`src/hdl/status_led_defs.vh`:
```
// Constants shared by the status indicator logic
`ifndef STATUS_LED_DEFS_VH
`define STATUS_LED_DEFS_VH

// Timebase: clock rate and one millisecond step
`define CLK_HZ 20000000
`define TICK_TIME_MS 1
`define TICK_CYCLES ((`CLK_HZ / 1000) * `TICK_TIME_MS)

// Structure
`define NUM_AXES 4
`define NUM_LINKS 2
`define NUM_EXT_INPUTS 8
`define ADDR_W 8

// Register byte addresses
`define REG_TIMING_BLINK 8'h00
`define REG_TIMING_AUX 8'h04
`define REG_EXT_ASSIGN 8'h08
`define REG_STATUS 8'h0c

// Reset values of the timing registers, in milliseconds, and of the extension assignment register
`define RST_ON_MS 16'h00c8
`define RST_OFF_MS 16'h00c8
`define RST_FLICKER_MS 16'h0032
`define RST_LONG_MS 16'h03e8
`define RST_EXT_ASSIGN 16'h0000

// Extension assignment field: 3-bit input select and enable, per axis
`define EXT_FIELD_W 4
`define EXT_SEL_W 3
`define EXT_EN_BIT 3

// Status register field positions
`define ST_RUN 0
`define ST_ERR 1
`define ST_COMM_ALARM 2
`define ST_LINK_LSB 3
`define ST_POWER_LSB 8
`define ST_ALARM_LSB 12
`define ST_REGEN 16
`define ST_OVERHEAT 17
`define ST_NODE_LSB 24

// Fieldbus state machine phase codes
`define FB_INIT 2'h0
`define FB_PREOP 2'h1
`define FB_SAFEOP 2'h2
`define FB_OP 2'h3

// Fieldbus error class codes
`define FERR_NONE 2'h0
`define FERR_SETTING 2'h1
`define FERR_DATA 2'h2
`define FERR_WATCHDOG 2'h3

// Bus responses
`define RESP_OKAY 2'h0
`define RESP_SLVERR 2'h2

`endif

```
`src/hdl/led_pattern_gen.v`:
```
// Shared millisecond timebase and blink pattern generator
`default_nettype none
`include "status_led_defs.vh"

module led_pattern_gen #(
   parameter TICK_CYCLES = `TICK_CYCLES
) (
   input wire aclk,
   input wire aresetn,
   input wire [15:0] on_ms,
   input wire [15:0] off_ms,
   input wire [15:0] flicker_ms,
   input wire [15:0] long_ms,
   output reg blink,
   output reg single_flash,
   output reg double_flash,
   output reg flicker,
   output reg [2:0] sim_phase
);
   localparam F_ON1 = 4'b0001;
   localparam F_GAP = 4'b0010;
   localparam F_ON2 = 4'b0100;
   localparam F_REST = 4'b1000;

   reg [23:0] tick_cnt;
   reg tick;
   reg [16:0] bcnt;
   reg [15:0] fcnt;
   reg [15:0] kcnt;
   reg [3:0] fstate;
   reg [15:0] fdur;
   wire [16:0] bperiod = {1'b0, on_ms} + {1'b0, off_ms};
   wire [16:0] fnext = {1'b0, fcnt} + 17'h00001;
   wire [16:0] knext = {1'b0, kcnt} + 17'h00001;
   wire [16:0] bnext = bcnt + 17'h00001;

   // Phase length of the flash sequence
   always @* begin
      case (fstate)
         F_ON1: fdur = on_ms;
         F_GAP: fdur = off_ms;
         F_ON2: fdur = on_ms;
         F_REST: fdur = long_ms;
         default: fdur = on_ms;
      endcase
   end

   // Millisecond tick, one cycle wide
   always @(posedge aclk) begin
      if (!aresetn) begin
         tick_cnt <= 24'h000000;
         tick <= 1'b0;
      end else if (tick_cnt >= TICK_CYCLES[23:0] - 24'h000001) begin
         tick_cnt <= 24'h000000;
         tick <= 1'b1;
      end else begin
         tick_cnt <= tick_cnt + 24'h000001;
         tick <= 1'b0;
      end
   end

   // Blink frame, flicker toggle, flash sequence and simulation phase
   always @(posedge aclk) begin
      if (!aresetn) begin
         bcnt <= 17'h00000;
         fcnt <= 16'h0000;
         kcnt <= 16'h0000;
         fstate <= F_ON1;
         blink <= 1'b0;
         single_flash <= 1'b0;
         double_flash <= 1'b0;
         flicker <= 1'b0;
         sim_phase <= 3'b001;
      end else begin
         if (tick) begin
            // Zero periods act as one step so the frame never stalls
            if (bnext >= bperiod) begin
               bcnt <= 17'h00000;
               sim_phase <= {sim_phase[1:0], sim_phase[2]};
            end else begin
               bcnt <= bnext;
            end
            if (knext >= {1'b0, flicker_ms}) begin
               kcnt <= 16'h0000;
               flicker <= ~flicker;
            end else begin
               kcnt <= knext[15:0];
            end
            if (fnext >= {1'b0, fdur}) begin
               fcnt <= 16'h0000;
               case (fstate)
                  F_ON1: fstate <= F_GAP;
                  F_GAP: fstate <= F_ON2;
                  F_ON2: fstate <= F_REST;
                  F_REST: fstate <= F_ON1;
                  default: fstate <= F_ON1;
               endcase
            end else begin
               fcnt <= fnext[15:0];
            end
         end
         blink <= (bcnt < {1'b0, on_ms});
         single_flash <= (fstate == F_ON1);
         double_flash <= (fstate == F_ON1) || (fstate == F_ON2);
      end
   end
endmodule
`default_nettype wire

```
`src/hdl/status_led_indicator.v`:
```
// Front-panel status indicator logic with an AXI4-Lite register slave
//
// Contract
// - Run light: dark init, blink pre-op, single flash safe-op, lit operational.
// - Error light: dark none, blink setting, single flash data, double flash watchdog.
// - Comm-axis alarm light: dark none, blink on alarm, lit on processor error.
// - Link light: dark without link, lit with link, flickers during traffic.
// - Axis normal: power lit, alarm dark; alarm present: power lit, alarm blinks.
// - Information or remote operation: power and alarm double-flash together.
// - Simulation: cycle power lit, then alarm lit, then both lit.
// - Node address is tens switch times ten plus units switch; zero as shipped.
// - Power light only while the axis control supply is healthy.
// - Extension push switch asserts whichever input is assigned to it.
// - Regeneration light follows regeneration; overheat light follows resistor overheat.
`default_nettype none
`include "status_led_defs.vh"

module status_led_indicator #(
   parameter TICK_CYCLES = `TICK_CYCLES
) (
   input wire aclk,
   input wire aresetn,
   // AXI4-Lite slave
   input wire [`ADDR_W-1:0] s_axi_awaddr,
   input wire s_axi_awvalid,
   output reg s_axi_awready,
   input wire [31:0] s_axi_wdata,
   input wire [3:0] s_axi_wstrb,
   input wire s_axi_wvalid,
   output reg s_axi_wready,
   output reg [1:0] s_axi_bresp,
   output reg s_axi_bvalid,
   input wire s_axi_bready,
   input wire [`ADDR_W-1:0] s_axi_araddr,
   input wire s_axi_arvalid,
   output reg s_axi_arready,
   output reg [31:0] s_axi_rdata,
   output reg [1:0] s_axi_rresp,
   output reg s_axi_rvalid,
   input wire s_axi_rready,
   // Internal states of the controller axis
   input wire [1:0] fb_state,
   input wire [1:0] fb_error,
   input wire comm_alarm,
   input wire cpu_error,
   input wire [`NUM_LINKS-1:0] link_up,
   input wire [`NUM_LINKS-1:0] link_activity,
   // Internal states of the driver axes
   input wire [`NUM_AXES-1:0] ctrl_supply_ok,
   input wire [`NUM_AXES-1:0] axis_alarm,
   input wire [`NUM_AXES-1:0] axis_info,
   input wire [`NUM_AXES-1:0] remote_op,
   input wire [`NUM_AXES-1:0] simulating,
   input wire regen_active,
   input wire resistor_overheat,
   // Operator switches
   input wire [3:0] node_addr_tens_switch,
   input wire [3:0] node_addr_units_switch,
   input wire [`NUM_AXES-1:0] extension_push_switch,
   // Indicators and derived outputs
   output reg run_led,
   output reg err_led,
   output reg comm_alarm_led,
   output reg [`NUM_LINKS-1:0] link_led,
   output reg [`NUM_AXES-1:0] power_led,
   output reg [`NUM_AXES-1:0] alarm_led,
   output reg regeneration_indicator,
   output reg resistor_overheat_indicator,
   output reg [6:0] node_addr,
   output reg [`NUM_AXES*`NUM_EXT_INPUTS-1:0] ext_input_assert
);
   reg [15:0] on_ms;
   reg [15:0] off_ms;
   reg [15:0] flicker_ms;
   reg [15:0] long_ms;
   reg [15:0] ext_assign;
   reg [`ADDR_W-1:0] wr_addr;
   reg [31:0] wr_data;
   reg [3:0] wr_strb;
   reg [31:0] next_rdata;
   reg next_rerr;
   reg wr_hit;
   reg [31:0] status_word;
   wire blink;
   wire single_flash;
   wire double_flash;
   wire flicker;
   wire [2:0] sim_phase;
   wire [31:0] ext_merged;

   // Byte-lane merge of a write into a 32-bit register image
   function [31:0] merge;
      input [31:0] old;
      input [31:0] data;
      input [3:0] strb;
      integer i;
      begin
         merge = old;
         for (i = 0; i < 4; i = i + 1) begin
            if (strb[i]) begin
               merge[i*8 +: 8] = data[i*8 +: 8];
            end
         end
      end
   endfunction

   // Full-word merge; only the low half is kept for the assignment register
   assign ext_merged = merge({16'h0000, ext_assign}, wr_data, wr_strb);

   led_pattern_gen #(
      .TICK_CYCLES(TICK_CYCLES)
   ) u_patterns (
      .aclk(aclk),
      .aresetn(aresetn),
      .on_ms(on_ms),
      .off_ms(off_ms),
      .flicker_ms(flicker_ms),
      .long_ms(long_ms),
      .blink(blink),
      .single_flash(single_flash),
      .double_flash(double_flash),
      .flicker(flicker),
      .sim_phase(sim_phase)
   );

   // Status image built from the indicators as they are shown
   always @* begin
      status_word = 32'h00000000;
      status_word[`ST_RUN] = run_led;
      status_word[`ST_ERR] = err_led;
      status_word[`ST_COMM_ALARM] = comm_alarm_led;
      status_word[`ST_LINK_LSB +: `NUM_LINKS] = link_led;
      status_word[`ST_POWER_LSB +: `NUM_AXES] = power_led;
      status_word[`ST_ALARM_LSB +: `NUM_AXES] = alarm_led;
      status_word[`ST_REGEN] = regeneration_indicator;
      status_word[`ST_OVERHEAT] = resistor_overheat_indicator;
      status_word[`ST_NODE_LSB +: 7] = node_addr;
   end

   // Read decode; unmapped addresses answer with a slave error
   always @* begin
      next_rdata = 32'h00000000;
      next_rerr = 1'b0;
      case (s_axi_araddr)
         `REG_TIMING_BLINK: next_rdata = {off_ms, on_ms};
         `REG_TIMING_AUX: next_rdata = {long_ms, flicker_ms};
         `REG_EXT_ASSIGN: next_rdata = {16'h0000, ext_assign};
         `REG_STATUS: next_rdata = status_word;
         default: next_rerr = 1'b1;
      endcase
   end

   // Write decode of the held address; the status word is read-only
   always @* begin
      case (wr_addr)
         `REG_TIMING_BLINK: wr_hit = 1'b1;
         `REG_TIMING_AUX: wr_hit = 1'b1;
         `REG_EXT_ASSIGN: wr_hit = 1'b1;
         default: wr_hit = 1'b0;
      endcase
   end

   // Write channel: address and data taken in either order, then one response
   always @(posedge aclk) begin
      if (!aresetn) begin
         s_axi_awready <= 1'b1;
         s_axi_wready <= 1'b1;
         s_axi_bvalid <= 1'b0;
         s_axi_bresp <= `RESP_OKAY;
         wr_addr <= {`ADDR_W{1'b0}};
         wr_data <= 32'h00000000;
         wr_strb <= 4'h0;
         on_ms <= `RST_ON_MS;
         off_ms <= `RST_OFF_MS;
         flicker_ms <= `RST_FLICKER_MS;
         long_ms <= `RST_LONG_MS;
         ext_assign <= `RST_EXT_ASSIGN;
      end else begin
         if (s_axi_awvalid && s_axi_awready) begin
            wr_addr <= s_axi_awaddr;
            s_axi_awready <= 1'b0;
         end
         if (s_axi_wvalid && s_axi_wready) begin
            wr_data <= s_axi_wdata;
            wr_strb <= s_axi_wstrb;
            s_axi_wready <= 1'b0;
         end
         // Both halves held: commit and respond in the same edge
         if (!s_axi_awready && !s_axi_wready && !s_axi_bvalid) begin
            s_axi_bvalid <= 1'b1;
            s_axi_bresp <= wr_hit ? `RESP_OKAY : `RESP_SLVERR;
            case (wr_addr)
               `REG_TIMING_BLINK: {off_ms, on_ms} <=
                  merge({off_ms, on_ms}, wr_data, wr_strb);
               `REG_TIMING_AUX: {long_ms, flicker_ms} <=
                  merge({long_ms, flicker_ms}, wr_data, wr_strb);
               `REG_EXT_ASSIGN: ext_assign <= ext_merged[15:0];
               default: ext_assign <= ext_assign;
            endcase
         end
         if (s_axi_bvalid && s_axi_bready) begin
            s_axi_bvalid <= 1'b0;
            s_axi_awready <= 1'b1;
            s_axi_wready <= 1'b1;
         end
      end
   end

   // Read channel: answer on the same edge that takes the address
   always @(posedge aclk) begin
      if (!aresetn) begin
         s_axi_arready <= 1'b1;
         s_axi_rvalid <= 1'b0;
         s_axi_rdata <= 32'h00000000;
         s_axi_rresp <= `RESP_OKAY;
      end else if (s_axi_arvalid && s_axi_arready) begin
         s_axi_arready <= 1'b0;
         s_axi_rvalid <= 1'b1;
         s_axi_rdata <= next_rdata;
         s_axi_rresp <= next_rerr ? `RESP_SLVERR : `RESP_OKAY;
      end else if (s_axi_rvalid && s_axi_rready) begin
         s_axi_rvalid <= 1'b0;
         s_axi_arready <= 1'b1;
      end
   end

   // Controller axis indicators
   always @(posedge aclk) begin
      if (!aresetn) begin
         run_led <= 1'b0;
         err_led <= 1'b0;
         comm_alarm_led <= 1'b0;
         regeneration_indicator <= 1'b0;
         resistor_overheat_indicator <= 1'b0;
         node_addr <= 7'h00;
      end else begin
         case (fb_state)
            `FB_INIT: run_led <= 1'b0;
            `FB_PREOP: run_led <= blink;
            `FB_SAFEOP: run_led <= single_flash;
            `FB_OP: run_led <= 1'b1;
            default: run_led <= 1'b0;
         endcase
         case (fb_error)
            `FERR_NONE: err_led <= 1'b0;
            `FERR_SETTING: err_led <= blink;
            `FERR_DATA: err_led <= single_flash;
            `FERR_WATCHDOG: err_led <= double_flash;
            default: err_led <= 1'b0;
         endcase
         // A processor error outranks an ordinary alarm
         if (cpu_error) begin
            comm_alarm_led <= 1'b1;
         end else if (comm_alarm) begin
            comm_alarm_led <= blink;
         end else begin
            comm_alarm_led <= 1'b0;
         end
         regeneration_indicator <= regen_active;
         resistor_overheat_indicator <= resistor_overheat;
         // Switches are decimal; settings above nine are not range-checked
         node_addr <= {3'h0, node_addr_tens_switch} * 7'h0a
            + {3'h0, node_addr_units_switch};
      end
   end

   genvar g;
   genvar b;

   // Link and traffic indicator per port
   generate
      for (g = 0; g < `NUM_LINKS; g = g + 1) begin : link_gen
         always @(posedge aclk) begin
            if (!aresetn) begin
               link_led[g] <= 1'b0;
            end else if (!link_up[g]) begin
               link_led[g] <= 1'b0;
            end else if (link_activity[g]) begin
               link_led[g] <= flicker;
            end else begin
               link_led[g] <= 1'b1;
            end
         end
      end
   endgenerate

   // Driver axis indicators and extension switch, one slice per axis
   generate
      for (g = 0; g < `NUM_AXES; g = g + 1) begin : axis_gen
         wire [`EXT_FIELD_W-1:0] field = ext_assign[g*`EXT_FIELD_W +: `EXT_FIELD_W];
         wire [`EXT_SEL_W-1:0] sel = field[`EXT_SEL_W-1:0];
         wire en = field[`EXT_EN_BIT];
         // Supply loss darkens both; simulation outranks information
         always @(posedge aclk) begin
            if (!aresetn) begin
               power_led[g] <= 1'b0;
               alarm_led[g] <= 1'b0;
            end else if (!ctrl_supply_ok[g]) begin
               power_led[g] <= 1'b0;
               alarm_led[g] <= 1'b0;
            end else if (simulating[g]) begin
               power_led[g] <= sim_phase[0] | sim_phase[2];
               alarm_led[g] <= sim_phase[1] | sim_phase[2];
            end else if (axis_info[g] || remote_op[g]) begin
               power_led[g] <= double_flash;
               alarm_led[g] <= double_flash;
            end else if (axis_alarm[g]) begin
               power_led[g] <= 1'b1;
               alarm_led[g] <= blink;
            end else begin
               power_led[g] <= 1'b1;
               alarm_led[g] <= 1'b0;
            end
         end
         // Pressing acts like the assigned input; held for as long as pressed
         for (b = 0; b < `NUM_EXT_INPUTS; b = b + 1) begin : bit_gen
            localparam [`EXT_SEL_W-1:0] SEL_CODE = b;
            always @(posedge aclk) begin
               if (!aresetn) begin
                  ext_input_assert[g*`NUM_EXT_INPUTS + b] <= 1'b0;
               end else begin
                  ext_input_assert[g*`NUM_EXT_INPUTS + b] <=
                     extension_push_switch[g] & en & (sel == SEL_CODE);
               end
            end
         end
      end
   endgenerate
endmodule
`default_nettype wire

```
`config.mk`:
```
export PLATFORM = sky130hd
export DESIGN_NAME = status_led_indicator
export DESIGN_NICKNAME = d
export VERILOG_FILES = /design/src/hdl/led_pattern_gen.v /design/src/hdl/status_led_indicator.v
export VERILOG_INCLUDE_DIRS = /design/src /design/src/hdl
export SDC_FILE = /design/constraint.sdc
export NUM_CORES = 1
export LEC_CHECK = 0
export ABC_AREA = 1
export BUFFER_PORTS_ARGS = -buffer_cell sky130_fd_sc_hd__buf_2
export CORE_MARGIN = 5
export CORE_UTILIZATION = 53
export DETAILED_ROUTE_END_ITERATION = 8
export PLACE_DENSITY = 0.86
export SKIP_LAST_GASP = 1
export SLEW_MARGIN = 10
export SYNTH_ARGS = -nofsm -noshare
export SYNTH_HDL_FRONTEND = slang
export SYNTH_SLANG_ARGS = --single-unit
```
`constraint.sdc`:
```
create_clock -name aclk -period 2.9 [get_ports aclk]
set_input_delay 0.435 -clock aclk [delete_from_list [all_inputs] [get_ports aclk]]
set_output_delay 0.435 -clock aclk [all_outputs]
set_load 0.02 [all_outputs]
```
== Yosys cells after proc, flatten, opt, wreduce, memory -nomap -nowiden ==
Index checks and enable logic that the tools add are counted.

* Mux-type cells: 40
* Reduce and logical (&&, ||, !) cells: 47
* Bitwise operators: 40
* Eq/ne operators: 43
* $mul: 1
* Order comparisons: 5
* Add/subtract/negate cells: 6

{| class="wikitable"
|+ Operators with widths
! operator !! number
|-
| $pmux 32 s4 || 1
|-
| $eq 3x3->1 const B || 16
|-
| $and 1x1->1 || 36
|-
| $add 16x1->17 const B || 2
|-
| $ge 17x16->1 || 2
|-
| $mux 16 || 2
|-
| $pmux 16 s2 || 1
|-
| $mux 1 || 30
|-
| $reduce_and 3->1 || 10
|-
| $add 24x1->24 const B || 1
|-
| $eq 3x2->1 const B || 8
|-
| $eq 8x4->1 const B || 3
|-
| $ge 24x15->1 const B || 1
|-
| $reduce_and 2->1 || 9
|-
| $add 16x16->17 || 1
|-
| $add 17x1->17 const B || 1
|-
| $ge 17x17->1 || 1
|-
| $lt 17x16->1 || 1
|-
| $mux 17 || 1
|-
| $eq 8x3->1 const B || 2
|-
| $logic_not 8->1 || 2
|-
| $eq 3x1->1 const B || 4
|-
| $logic_not 3->1 || 4
|-
| $pmux 4 s3 || 1
|-
| other kinds (20) || 42
|}

* Register bits: 304
* Output and inout port bits: 95
* Input bits: 103

== Longest topological paths before layout ==
Gate-level depths: netlist of run 1.

* Word-level depth: 4
* Depth in mapped cells: 23

== Cells and area by module ==
Synthesis of run 1 repeated with hierarchy kept, for this count alone.

* Cell total of the unflattened synthesis: 2148
* Area total of the unflattened synthesis: 15573.7 µm²

{| class="wikitable"
|+ By module, submodules not included
! module !! sequential area each (µm²) !! instances !! cells an instance !! area each (µm²)
|-
| status_led_indicator || 4344.2 || 1 || 1129 || 8587.0
|-
| led_pattern_gen || 1701.6 || 1 || 1019 || 6986.7
|}

== Worst setup path before layout of run 1 ==
OpenSTA, ideal clock, no wires.

* Kind: register to register
* Start: register on_ms[0]
* End: register u_patterns.bcnt[10]
* Setup time: 0.070 ns
* Cell stages (with the launch flop): 21
* Arrival time: 3.153 ns
* Buffers on the path: 1
* Period minus slack after synthesis: 3.223 ns
* Setup slack: -0.323 ns
* Cell sequence: dfxtp_1 > ha_1 > fa_1 > nand3_1 > nand2_1 > a21boi_0 > o21ai_1 > nand2_1 > nand2_1 > nand2_1 > nand2_1 > xor2_1 > ha_1 > a21oi_1 > o21ai_0 > nor2_1 > nand4_1 > nor2_2 > buf_4 > nand2_1 > a21oi_1

* Longest elaborated chain between the ends: 3

{| class="wikitable"
|+ RTL lines
! what !! RTL line !! RTL
|-
| start, declared || status_led_indicator.v:72 || <nowiki>reg [15:0] on_ms;</nowiki>
|-
| start signal, assigned || status_led_indicator.v:173 || <nowiki>on_ms <= `RST_ON_MS;</nowiki>
|-
| start signal, assigned || status_led_indicator.v:193 || <nowiki>`REG_TIMING_BLINK: {off_ms, on_ms} <=</nowiki>
|-
| $add 16x16->17 || led_pattern_gen.v:32 || <nowiki>wire [16:0] bperiod = {1'b0, on_ms} + {1'b0, off_ms};</nowiki>
|-
| $ge 17x17->1 || led_pattern_gen.v:77 || <nowiki>if (bnext >= bperiod) begin</nowiki>
|-
| $mux 17 || led_pattern_gen.v:77 ||
|-
| end signal, assigned || led_pattern_gen.v:81 || <nowiki>bcnt <= bnext;</nowiki>
|-
| end, declared || led_pattern_gen.v:27 || <nowiki>reg [16:0] bcnt;</nowiki>
|}

Every way passes these cells.
A chain may end at the register's enable or synchronous reset.

== Worst setup path after layout of run 1 ==
* Start: register off_ms[0]
* End: register u_patterns.sim_phase[2]

* Longest elaborated chain between the ends: 3

{| class="wikitable"
|+ RTL lines
! what !! RTL line !! RTL
|-
| start, declared || status_led_indicator.v:73 || <nowiki>reg [15:0] off_ms;</nowiki>
|-
| start signal, assigned || status_led_indicator.v:174 || <nowiki>off_ms <= `RST_OFF_MS;</nowiki>
|-
| start signal, assigned || status_led_indicator.v:193 ||
|-
| $add 16x16->17 || led_pattern_gen.v:32 ||
|-
| $ge 17x17->1 || led_pattern_gen.v:77 ||
|-
| $reduce_and 2->1 (no source line) || -- ||
|-
| end signal, assigned || led_pattern_gen.v:79 || <nowiki>sim_phase <= {sim_phase[1:0], sim_phase[2]};</nowiki>
|-
| end, declared || led_pattern_gen.v:18 || <nowiki>output reg [2:0] sim_phase</nowiki>
|}

Every way passes these cells.

==> results of run 1 <==
-- power groups by stage --
stage               Clock (mW)  Sequential (mW)  Combinational (mW)
floorplan                    0             4.45               0.379
global placement             0             4.44               0.659
detailed placement           0             4.45               0.682
CTS                       4.37             4.36               0.696
global route              4.56             4.37               0.796
finish                    4.36             4.36               0.718
-- worst max-delay path by stage --
stage | start | to | slack (ns)
2_1_floorplan | on_ms[0] | u_patterns.bcnt[10] | -0.07
3_3_place_gp | on_ms[2] | u_patterns.bcnt[10] | -0.16
3_5_place_dp | on_ms[2] | u_patterns.bcnt[4] | -0.28
4_1_cts | off_ms[0] | u_patterns.bcnt[16] | -0.12
5_1_grt | on_ms[0] | u_patterns.sim_phase[2] | -0.37
6_report | off_ms[0] | u_patterns.sim_phase[2] | -0.17
-- metal layers --
metal / track usage (%) / share of wire (%)
met1: 39.0 / 41
met2: 48.3 / 46
met4: 8.44 / 2.9
met5: 0 / 0
met3: 4.11 / 9.9
-- metrics by stage --
stage / utilization [%] / worst slack (ns) / cells / power (mW) / hold slack (ns)
after detailed placement: 61.2 / -0.275 / 2661 / 5.13 / 0.440
after floorplan: - / -0.0700 / 2054 / 4.83 / 0.418
after CTS: 65.8 / -0.116 / 2725 / 9.43 / 0.0137
after global routing: 67.0 / -0.369 / 2731 / 9.72 / 0.0308
final: 67.0 / -0.166 / 2731 / 9.44 / 0.0291
after global placement: 61.2 / -0.160 / 2661 / 5.10 / 0.427
-- kinds of logic after synthesis --
family | share of synthesized area [%]
AO/OA/AOI/OAI | 16.3
other | 0.0251
flip-flops | 40.4
adder cells (fa/ha/maj) | 7.93
AND/OR/NAND/NOR | 23.1
buffers and inverters | 8.55
XOR/XNOR | 3.68
-- worst max-delay path, delay by kind of cell, from the launching register on --
kind	cells	cell delay, ns
simple gates	11	0.87
fa+ha+maj	3	0.83
buf+inv	3	0.31
flops	1	0.34
compound gates	4	0.49
xor+xnor	1	0.15
-- flip-flops by register name (all words and copies together) (netlist names), 7 cells and up --
name	flops
wr_addr	8
on_ms	16
s_axi_rdata	32
u_patterns.bcnt	17
u_patterns.tick_cnt	24
ext_assign	16
u_patterns.kcnt	16
u_patterns.fcnt	16
off_ms	16
node_addr	7
flicker_ms	16
long_ms	16
ext_input_assert	32
wr_data	32
-- cell type report --
| class | count | area share, % |
|---|---|---|
| Multi-Input combinational cell | 1420 | 43.2 |
| Sequential cell | 302 | 32.5 |
| Timing Repair Buffer | 320 | 10.7 |
| Inverter | 254 | 5.14 |
| Clock buffer | 40 | 4.55 |
| Tap cell | 378 | 2.54 |
| Clock inverter | 17 | 1.41 |
-- what timing repair did --
item	CTS	global route
setup endpoints to repair	54	57
buffers inserted	6	5
pin swaps	9	17
resized for setup	32	66
gates cloned	1	1
-- cell usage in the layout (no fill, tap or decap), drive strengths merged, types with 9 or more instances in the layout --
cell / instances
a221oi: 9
ha: 90
o2111ai: 12
nand3: 63
a211oi: 10
o21ai: 134
a21oi: 224
o22ai: 15
xor2: 50
nand2: 419
conb: 11
clkbuf: 40
buf: 320
dfxtp: 302
nand4: 54
o211ai: 19
nor3: 28
clkinv: 11
xnor2: 12
inv: 251
nor2: 230
==> flow_summary.toml, run 1 <==
[route]
first_iter_violations = 1738
vias = 15300
ant_nets = 0
post_drt_via_cell_ratio = 5.60
wirelength_um = 47600
drt-wirelength-per-cell_um = 17.4
first_pass_iters = 6
drc = 0

[cells_and_area]
insertedDiodeCount = 0
layout-drive-gt1-share_pct = 20.2
fin_area_um2 = 18700
multi_input_comb_area_um2 = 8060
fin_nets = 2525
fillers = 2220
seq_area_um2 = 6060
area.growth.synth_to_final_pct = 24.7

[critical_path]
reg2reg_slack_ns = -0.17
path_cells = "ha_4 > fa_2 > nand3_2 > nand2_2 > a21boi_2 > o21ai_2 > nand2_1 > nand2_2 > nand2_1 > nand2_1 > xor2_1 > ha_1 > nand2_1 > inv_1 > nand2_2 > nor2_2 > o21ai_1 > nand4_1 > buf_4 > buf_6 > nand3_1 > a21oi_2"
cpMostUsedCell = "nand2_1"
rr_startpoint = "off_ms[0]"
critPathKind = "flop to flop"
end_kind = "flop"
cp_max_fo = 3
crit_required_ns = 3.41
cp-start-kind = "flop"
regToRegEndpoint = "u_patterns.sim_phase[2]"
crit_path_top_delay_cell = "fa_2"
reg2reg_depth = 22
critPathArrivalTime_ns = 3.58
slowest_delay_ns = 0.35

[hold_path]
hold-path-endpoint = "resistor_overheat_indicator"
holdCritPathClass = "input port to flop"
hold_depth = 3
worstHoldStart = "resistor_overheat"

[status]
failed_checks = "setup timing"
status = "finished, violations left"

[synthesis]
synthFlopType = "dfxtp_1"
synth_commonest_cells = "nand2_1 (416), dfxtp_1 (302), inv_1 (246)"
syn_inst = 2044
yosysSeqAreaShare_pct = 40.4
synthArstFlopShare_pct = 0
synthTopCellsByArea = "dfxtp_1 (40%), nand2_1 (10%), ha_1 (7.5%)"
ys_warn_count = 0
synth_area_um2 = 15000
synth_edf_count = 0
syn_area_per_cell_um2 = 7.32
yosysUniqueCellTypes = 52
synth.most_common_cell = "nand2_1"
synth_top_area_cell = "dfxtp_1"
synth.top_cell.area_share_pct = 40.4
ys_ff_latch = 302

[placement]
gp_congestion = 0.955
dpl_cell_area_um2 = 17000
portBuffers = 195
dp_hpwl_um = 35400

[timing]
setup_viol = 39
finalMaxSlewViolations = 0
period_needed_ns = 3.07
tns_ns = -3.87
worst_pin_slew_ns = 0.744
hold_viol = 0
max_slew_margin_pct = 50.2
rsz0062_at_grt = "true"
fin_worst_skew_ns = 0.0119
fin_ws_ns = -0.166
fmax_mhz = 326
post-route-period-util_pct = 106

[die]
initial_utilization_pct = 53.7
die_area_um2 = 31700
die_x_um = 178
pin_count = 198
design.core.area_um2 = 27900
num_rows = 61
die_h_um = 178

[power]
clkPwrFrac_pct = 46.2
swShare_pct = 24.5
leakage_nw = 8.50
power_density_nw_per_um2 = 506
sequentialPowerShare_pct = 46.2
max-vdd-ir-drop_uv = 378
internal-power_mw = 7.13
combPwrFrac_pct = 7.6
p_switching_mw = 2.32

[global_routing]
antenna_found_initial = 0
grt_usage_pct = 28.9
grt_pass1_wl_um = 73800
grt_pass1_vias = 14500
grt_remaining_overflow = 0
grt_max_degree = 70

[clocking]
clockRootBuffer = "clkbuf_16"
clkLatencyLatePin_ns = 0.59
hold_buffers = 0
cts_tree = "done"
cts_buffers = 31
clock_path_buffers = 3
cts.clk_slew.worst_paths_ns = 0.07
cts_sinks = 302
cts_max_level = 1

[flow_run]
drv_cap = 0
Power figures use the tool's default switching activity.
==> run 2, diff against run 1 <==
--- a/config.mk
+++ b/config.mk
@@ -7,7 +7,7 @@
 export NUM_CORES = 1
 export LEC_CHECK = 0
 export ABC_AREA = 1
-export BUFFER_PORTS_ARGS = -buffer_cell sky130_fd_sc_hd__buf_2
+export BUFFER_PORTS_ARGS = -buffer_cell sky130_fd_sc_hd__buf_4
 export CORE_MARGIN = 5
 export CORE_UTILIZATION = 53
 export DETAILED_ROUTE_END_ITERATION = 8
@@ -16,4 +16,5 @@
 export SLEW_MARGIN = 10
 export SYNTH_ARGS = -nofsm -noshare
 export SYNTH_HDL_FRONTEND = slang
+export SYNTH_HIERARCHICAL = 1
 export SYNTH_SLANG_ARGS = --single-unit
==> flow_summary.toml, run 2 <==
[synthesis]
ys_ff_latch = 302
syn_inst = 2148
syn_area_per_cell_um2 = 7.25
synth_edf_count = 0
ys_warn_count = 6
synthTopCellsByArea = "dfxtp_1 (39%), nand2_1 (11%), ha_1 (7.2%)"
synth_fa_ha_area_share_pct = 7.62
synthMuxAreaShare_pct = 0
synth_area_um2 = 15600
synth_commonest_cells = "nand2_1 (477), dfxtp_1 (302), nor2_1 (238)"
yosysUniqueCellTypes = 55
yosys.area_share.simple_pct = 29.3
synthFlopType = "dfxtp_1"
synth_top_area_cell = "dfxtp_1"
yosysSeqAreaShare_pct = 38.8
synthArstFlopShare_pct = 0
synth.top_cell.area_share_pct = 38.8
synth.most_common_cell = "nand2_1"
synth_top_family_by_area = "simple AND/OR/NAND/NOR gates"
synth_xor_area_share_pct = 2.98
synth_compound_area_share_pct = 13.4

[die]
initial_utilization_pct = 54.0
num_rows = 62
die_area_um2 = 32900
design.core.area_um2 = 28900
die_h_um = 181
die_x_um = 181
pin_count = 198

[hold_path]
holdCritPathClass = "input port to flop"

[route]
post_drt_via_cell_ratio = 5.65
wirelength_um = 47900
drt-wirelength-per-cell_um = 17.1
ant_nets = 0
vias = 15800
drc = 0
first_iter_violations = 1628
first_pass_iters = 6

[global_routing]
antenna_found_initial = 1
grt_util_met2_pct = 46.6
use_met1_pct = 32.0
grt_busiest_layer = "met2"
grt_usage_pct = 27.0
grt_max_degree = 67
grt_remaining_overflow = 0
grt_pass1_vias = 15000
use_met3_pct = 5.78
grt_pass1_wl_um = 74000

[clocking]
cts_max_level = 1
clock_path_buffers = 3
clkLatencyLatePin_ns = 0.57
cts_tree = "done"
cts_buffers = 31
cts_sinks = 302
hold_buffers = 0
cts.clk_slew.worst_paths_ns = 0.06
clockRootBuffer = "clkbuf_16"

[critical_path]
path_cells = "ha_4 > fa_2 > nand3_2 > nand2_2 > a21oi_4 > o21ai_4 > nand2_1 > nand2_2 > nand2_1 > nand2_1 > xor2_1 > ha_1 > a21oi_2 > o21ai_1 > a21oi_1 > nand4_1 > nor2_4 > buf_12 > nand2_1 > a21oi_1"
cpMostUsedCell = "nand2_1"
end_kind = "flop"
reg2reg_slack_ns = -0.21
crit_path_top_delay_cell = "fa_2"
cp_num_buf_inv = 1
crit_required_ns = 3.37
cp-start-kind = "flop"
critPathArrivalTime_ns = 3.58
critical_path.top_delay_family = "adder cells"
cp_max_fo = 17
critPathKind = "flop to flop"
slowest_delay_ns = 0.35

[power]
max-vdd-ir-drop_uv = 509
total_power_mw = 9.45
leakage_nw = 8.64
power_density_nw_per_um2 = 486

[placement]
portBuffers = 195
dp_hpwl_um = 34900
pre_cts_ws_ns = -0.266
gp_congestion = 0.974

[timing]
rsz0062_at_grt = "true"
period_needed_ns = 3.11
worst_pin_slew_ns = 0.909
finalMaxSlewViolations = 0
setup_viol = 40
max_slew_margin_pct = 39.3
fin_worst_skew_ns = 0.0179
hold_viol = 0
fin_ws_ns = -0.213
fmax_mhz = 321
post-route-period-util_pct = 107

[cells_and_area]
reg.largest.list = "ext_input_assert: 32 flops, s_axi_rdata: 32 flops, wr_data: 32 flops"
fin_nets = 2590
area.growth.synth_to_final_pct = 24.7
final_cell_mix = "nand2_1 (461), dfxtp_1 (294), buf_4 (279)"
layout_commonest_cell = "nand2_1"
layout-drive-gt1-share_pct = 20.9

[status]
failed_checks = "setup timing"
status = "finished, violations left"

[flow_run]
drv_cap = 0
## run 2: routing by layer
layer | routed length (um) | part of all wire [%] | up-vias
li1 | - | - | 7552
met1 | 17600 | 37 | 7246
met2 | 23000 | 48 | 852
met3 | 4480 | 9.3 | 193
met4 | 2810 | 5.9 | 0
met5 | 0 | 0 | -
## run 2: area by class of cell
cell class	instances	area [um^2]
clock buffer	44	885
clock inverter	12	219
antenna	1	2.50
sequential	302	6060
inverter	209	785
tap	384	480
fill	2272	9430
timing repair buffer	289	2230
multi-input combinational	1561	8760
## run 2: metrics by stage
| step | std cells | util [%] | instance area [um^2] | setup TNS [ns] | hold slack, ns |
|---|---|---|---|---|---|
| floorplan | 2157 | - | 15600 | -0.862 | 0.418 |
| global placement | 2738 | 61.9 | 17800 | -2.04 | 0.427 |
| detailed placement | 2738 | 61.9 | 17800 | -4.56 | 0.445 |
| CTS | 2796 | 65.8 | 19000 | -3.58 | 0.0369 |
| global route | 2801 | 67.3 | 19400 | -11.13 | 0.0325 |
| finish | 2802 | 67.3 | 19400 | -5.61 | 0.0420 |
## run 2: timing repair
| action | 4_1_cts | 5_1_grt |
|---|---|---|
| pin swaps | 5 | 40 |
| buffers inserted | 2 | 4 |
| gates cloned | 0 | 1 |
| gates resized for setup | 9 | 96 |
| endpoints found under the setup margin | 34 | 57 |
## run 2: worst paths after layout
check	startpoint	cells after the start	end
worst max-delay path	on_ms[0]	20	u_patterns/bcnt[15]
worst min-delay path	link_activity[1]	2	link_led[1]
worst max register to register	on_ms[0]	20	u_patterns/bcnt[15]
worst min register to register	u_patterns/tick_cnt[0]	1	u_patterns/tick_cnt[0]
## run 2: logic make-up after synthesis
logic type / after synthesis
other: 2
AOI/OAI and AO/OA: 378
and+or+nand+nor: 1025
DFF: 302
buffers and inverters: 295
xor gates and xnor gates: 53
adders and majority gates: 93
## run 2: worst reg2reg max path, delay by kind of cell, from the launching register on
| kind | cells | cell delay [ns] |
|---|---|---|
| buf+inv | 1 | 0.15 |
| flops | 1 | 0.34 |
| compound gates | 6 | 0.72 |
| simple gates | 9 | 0.84 |
| xor+xnor | 1 | 0.15 |
| fa+ha+maj | 3 | 0.83 |
## run 2: power by group
group          total, mW  internal, mW  leakage (nW)  switching (mW)
Clock               4.31          2.64         0.535            1.66
Sequential          4.36          4.25          2.46           0.105
Combinational      0.784         0.298          5.65           0.486
Total               9.45          7.19          8.64            2.25
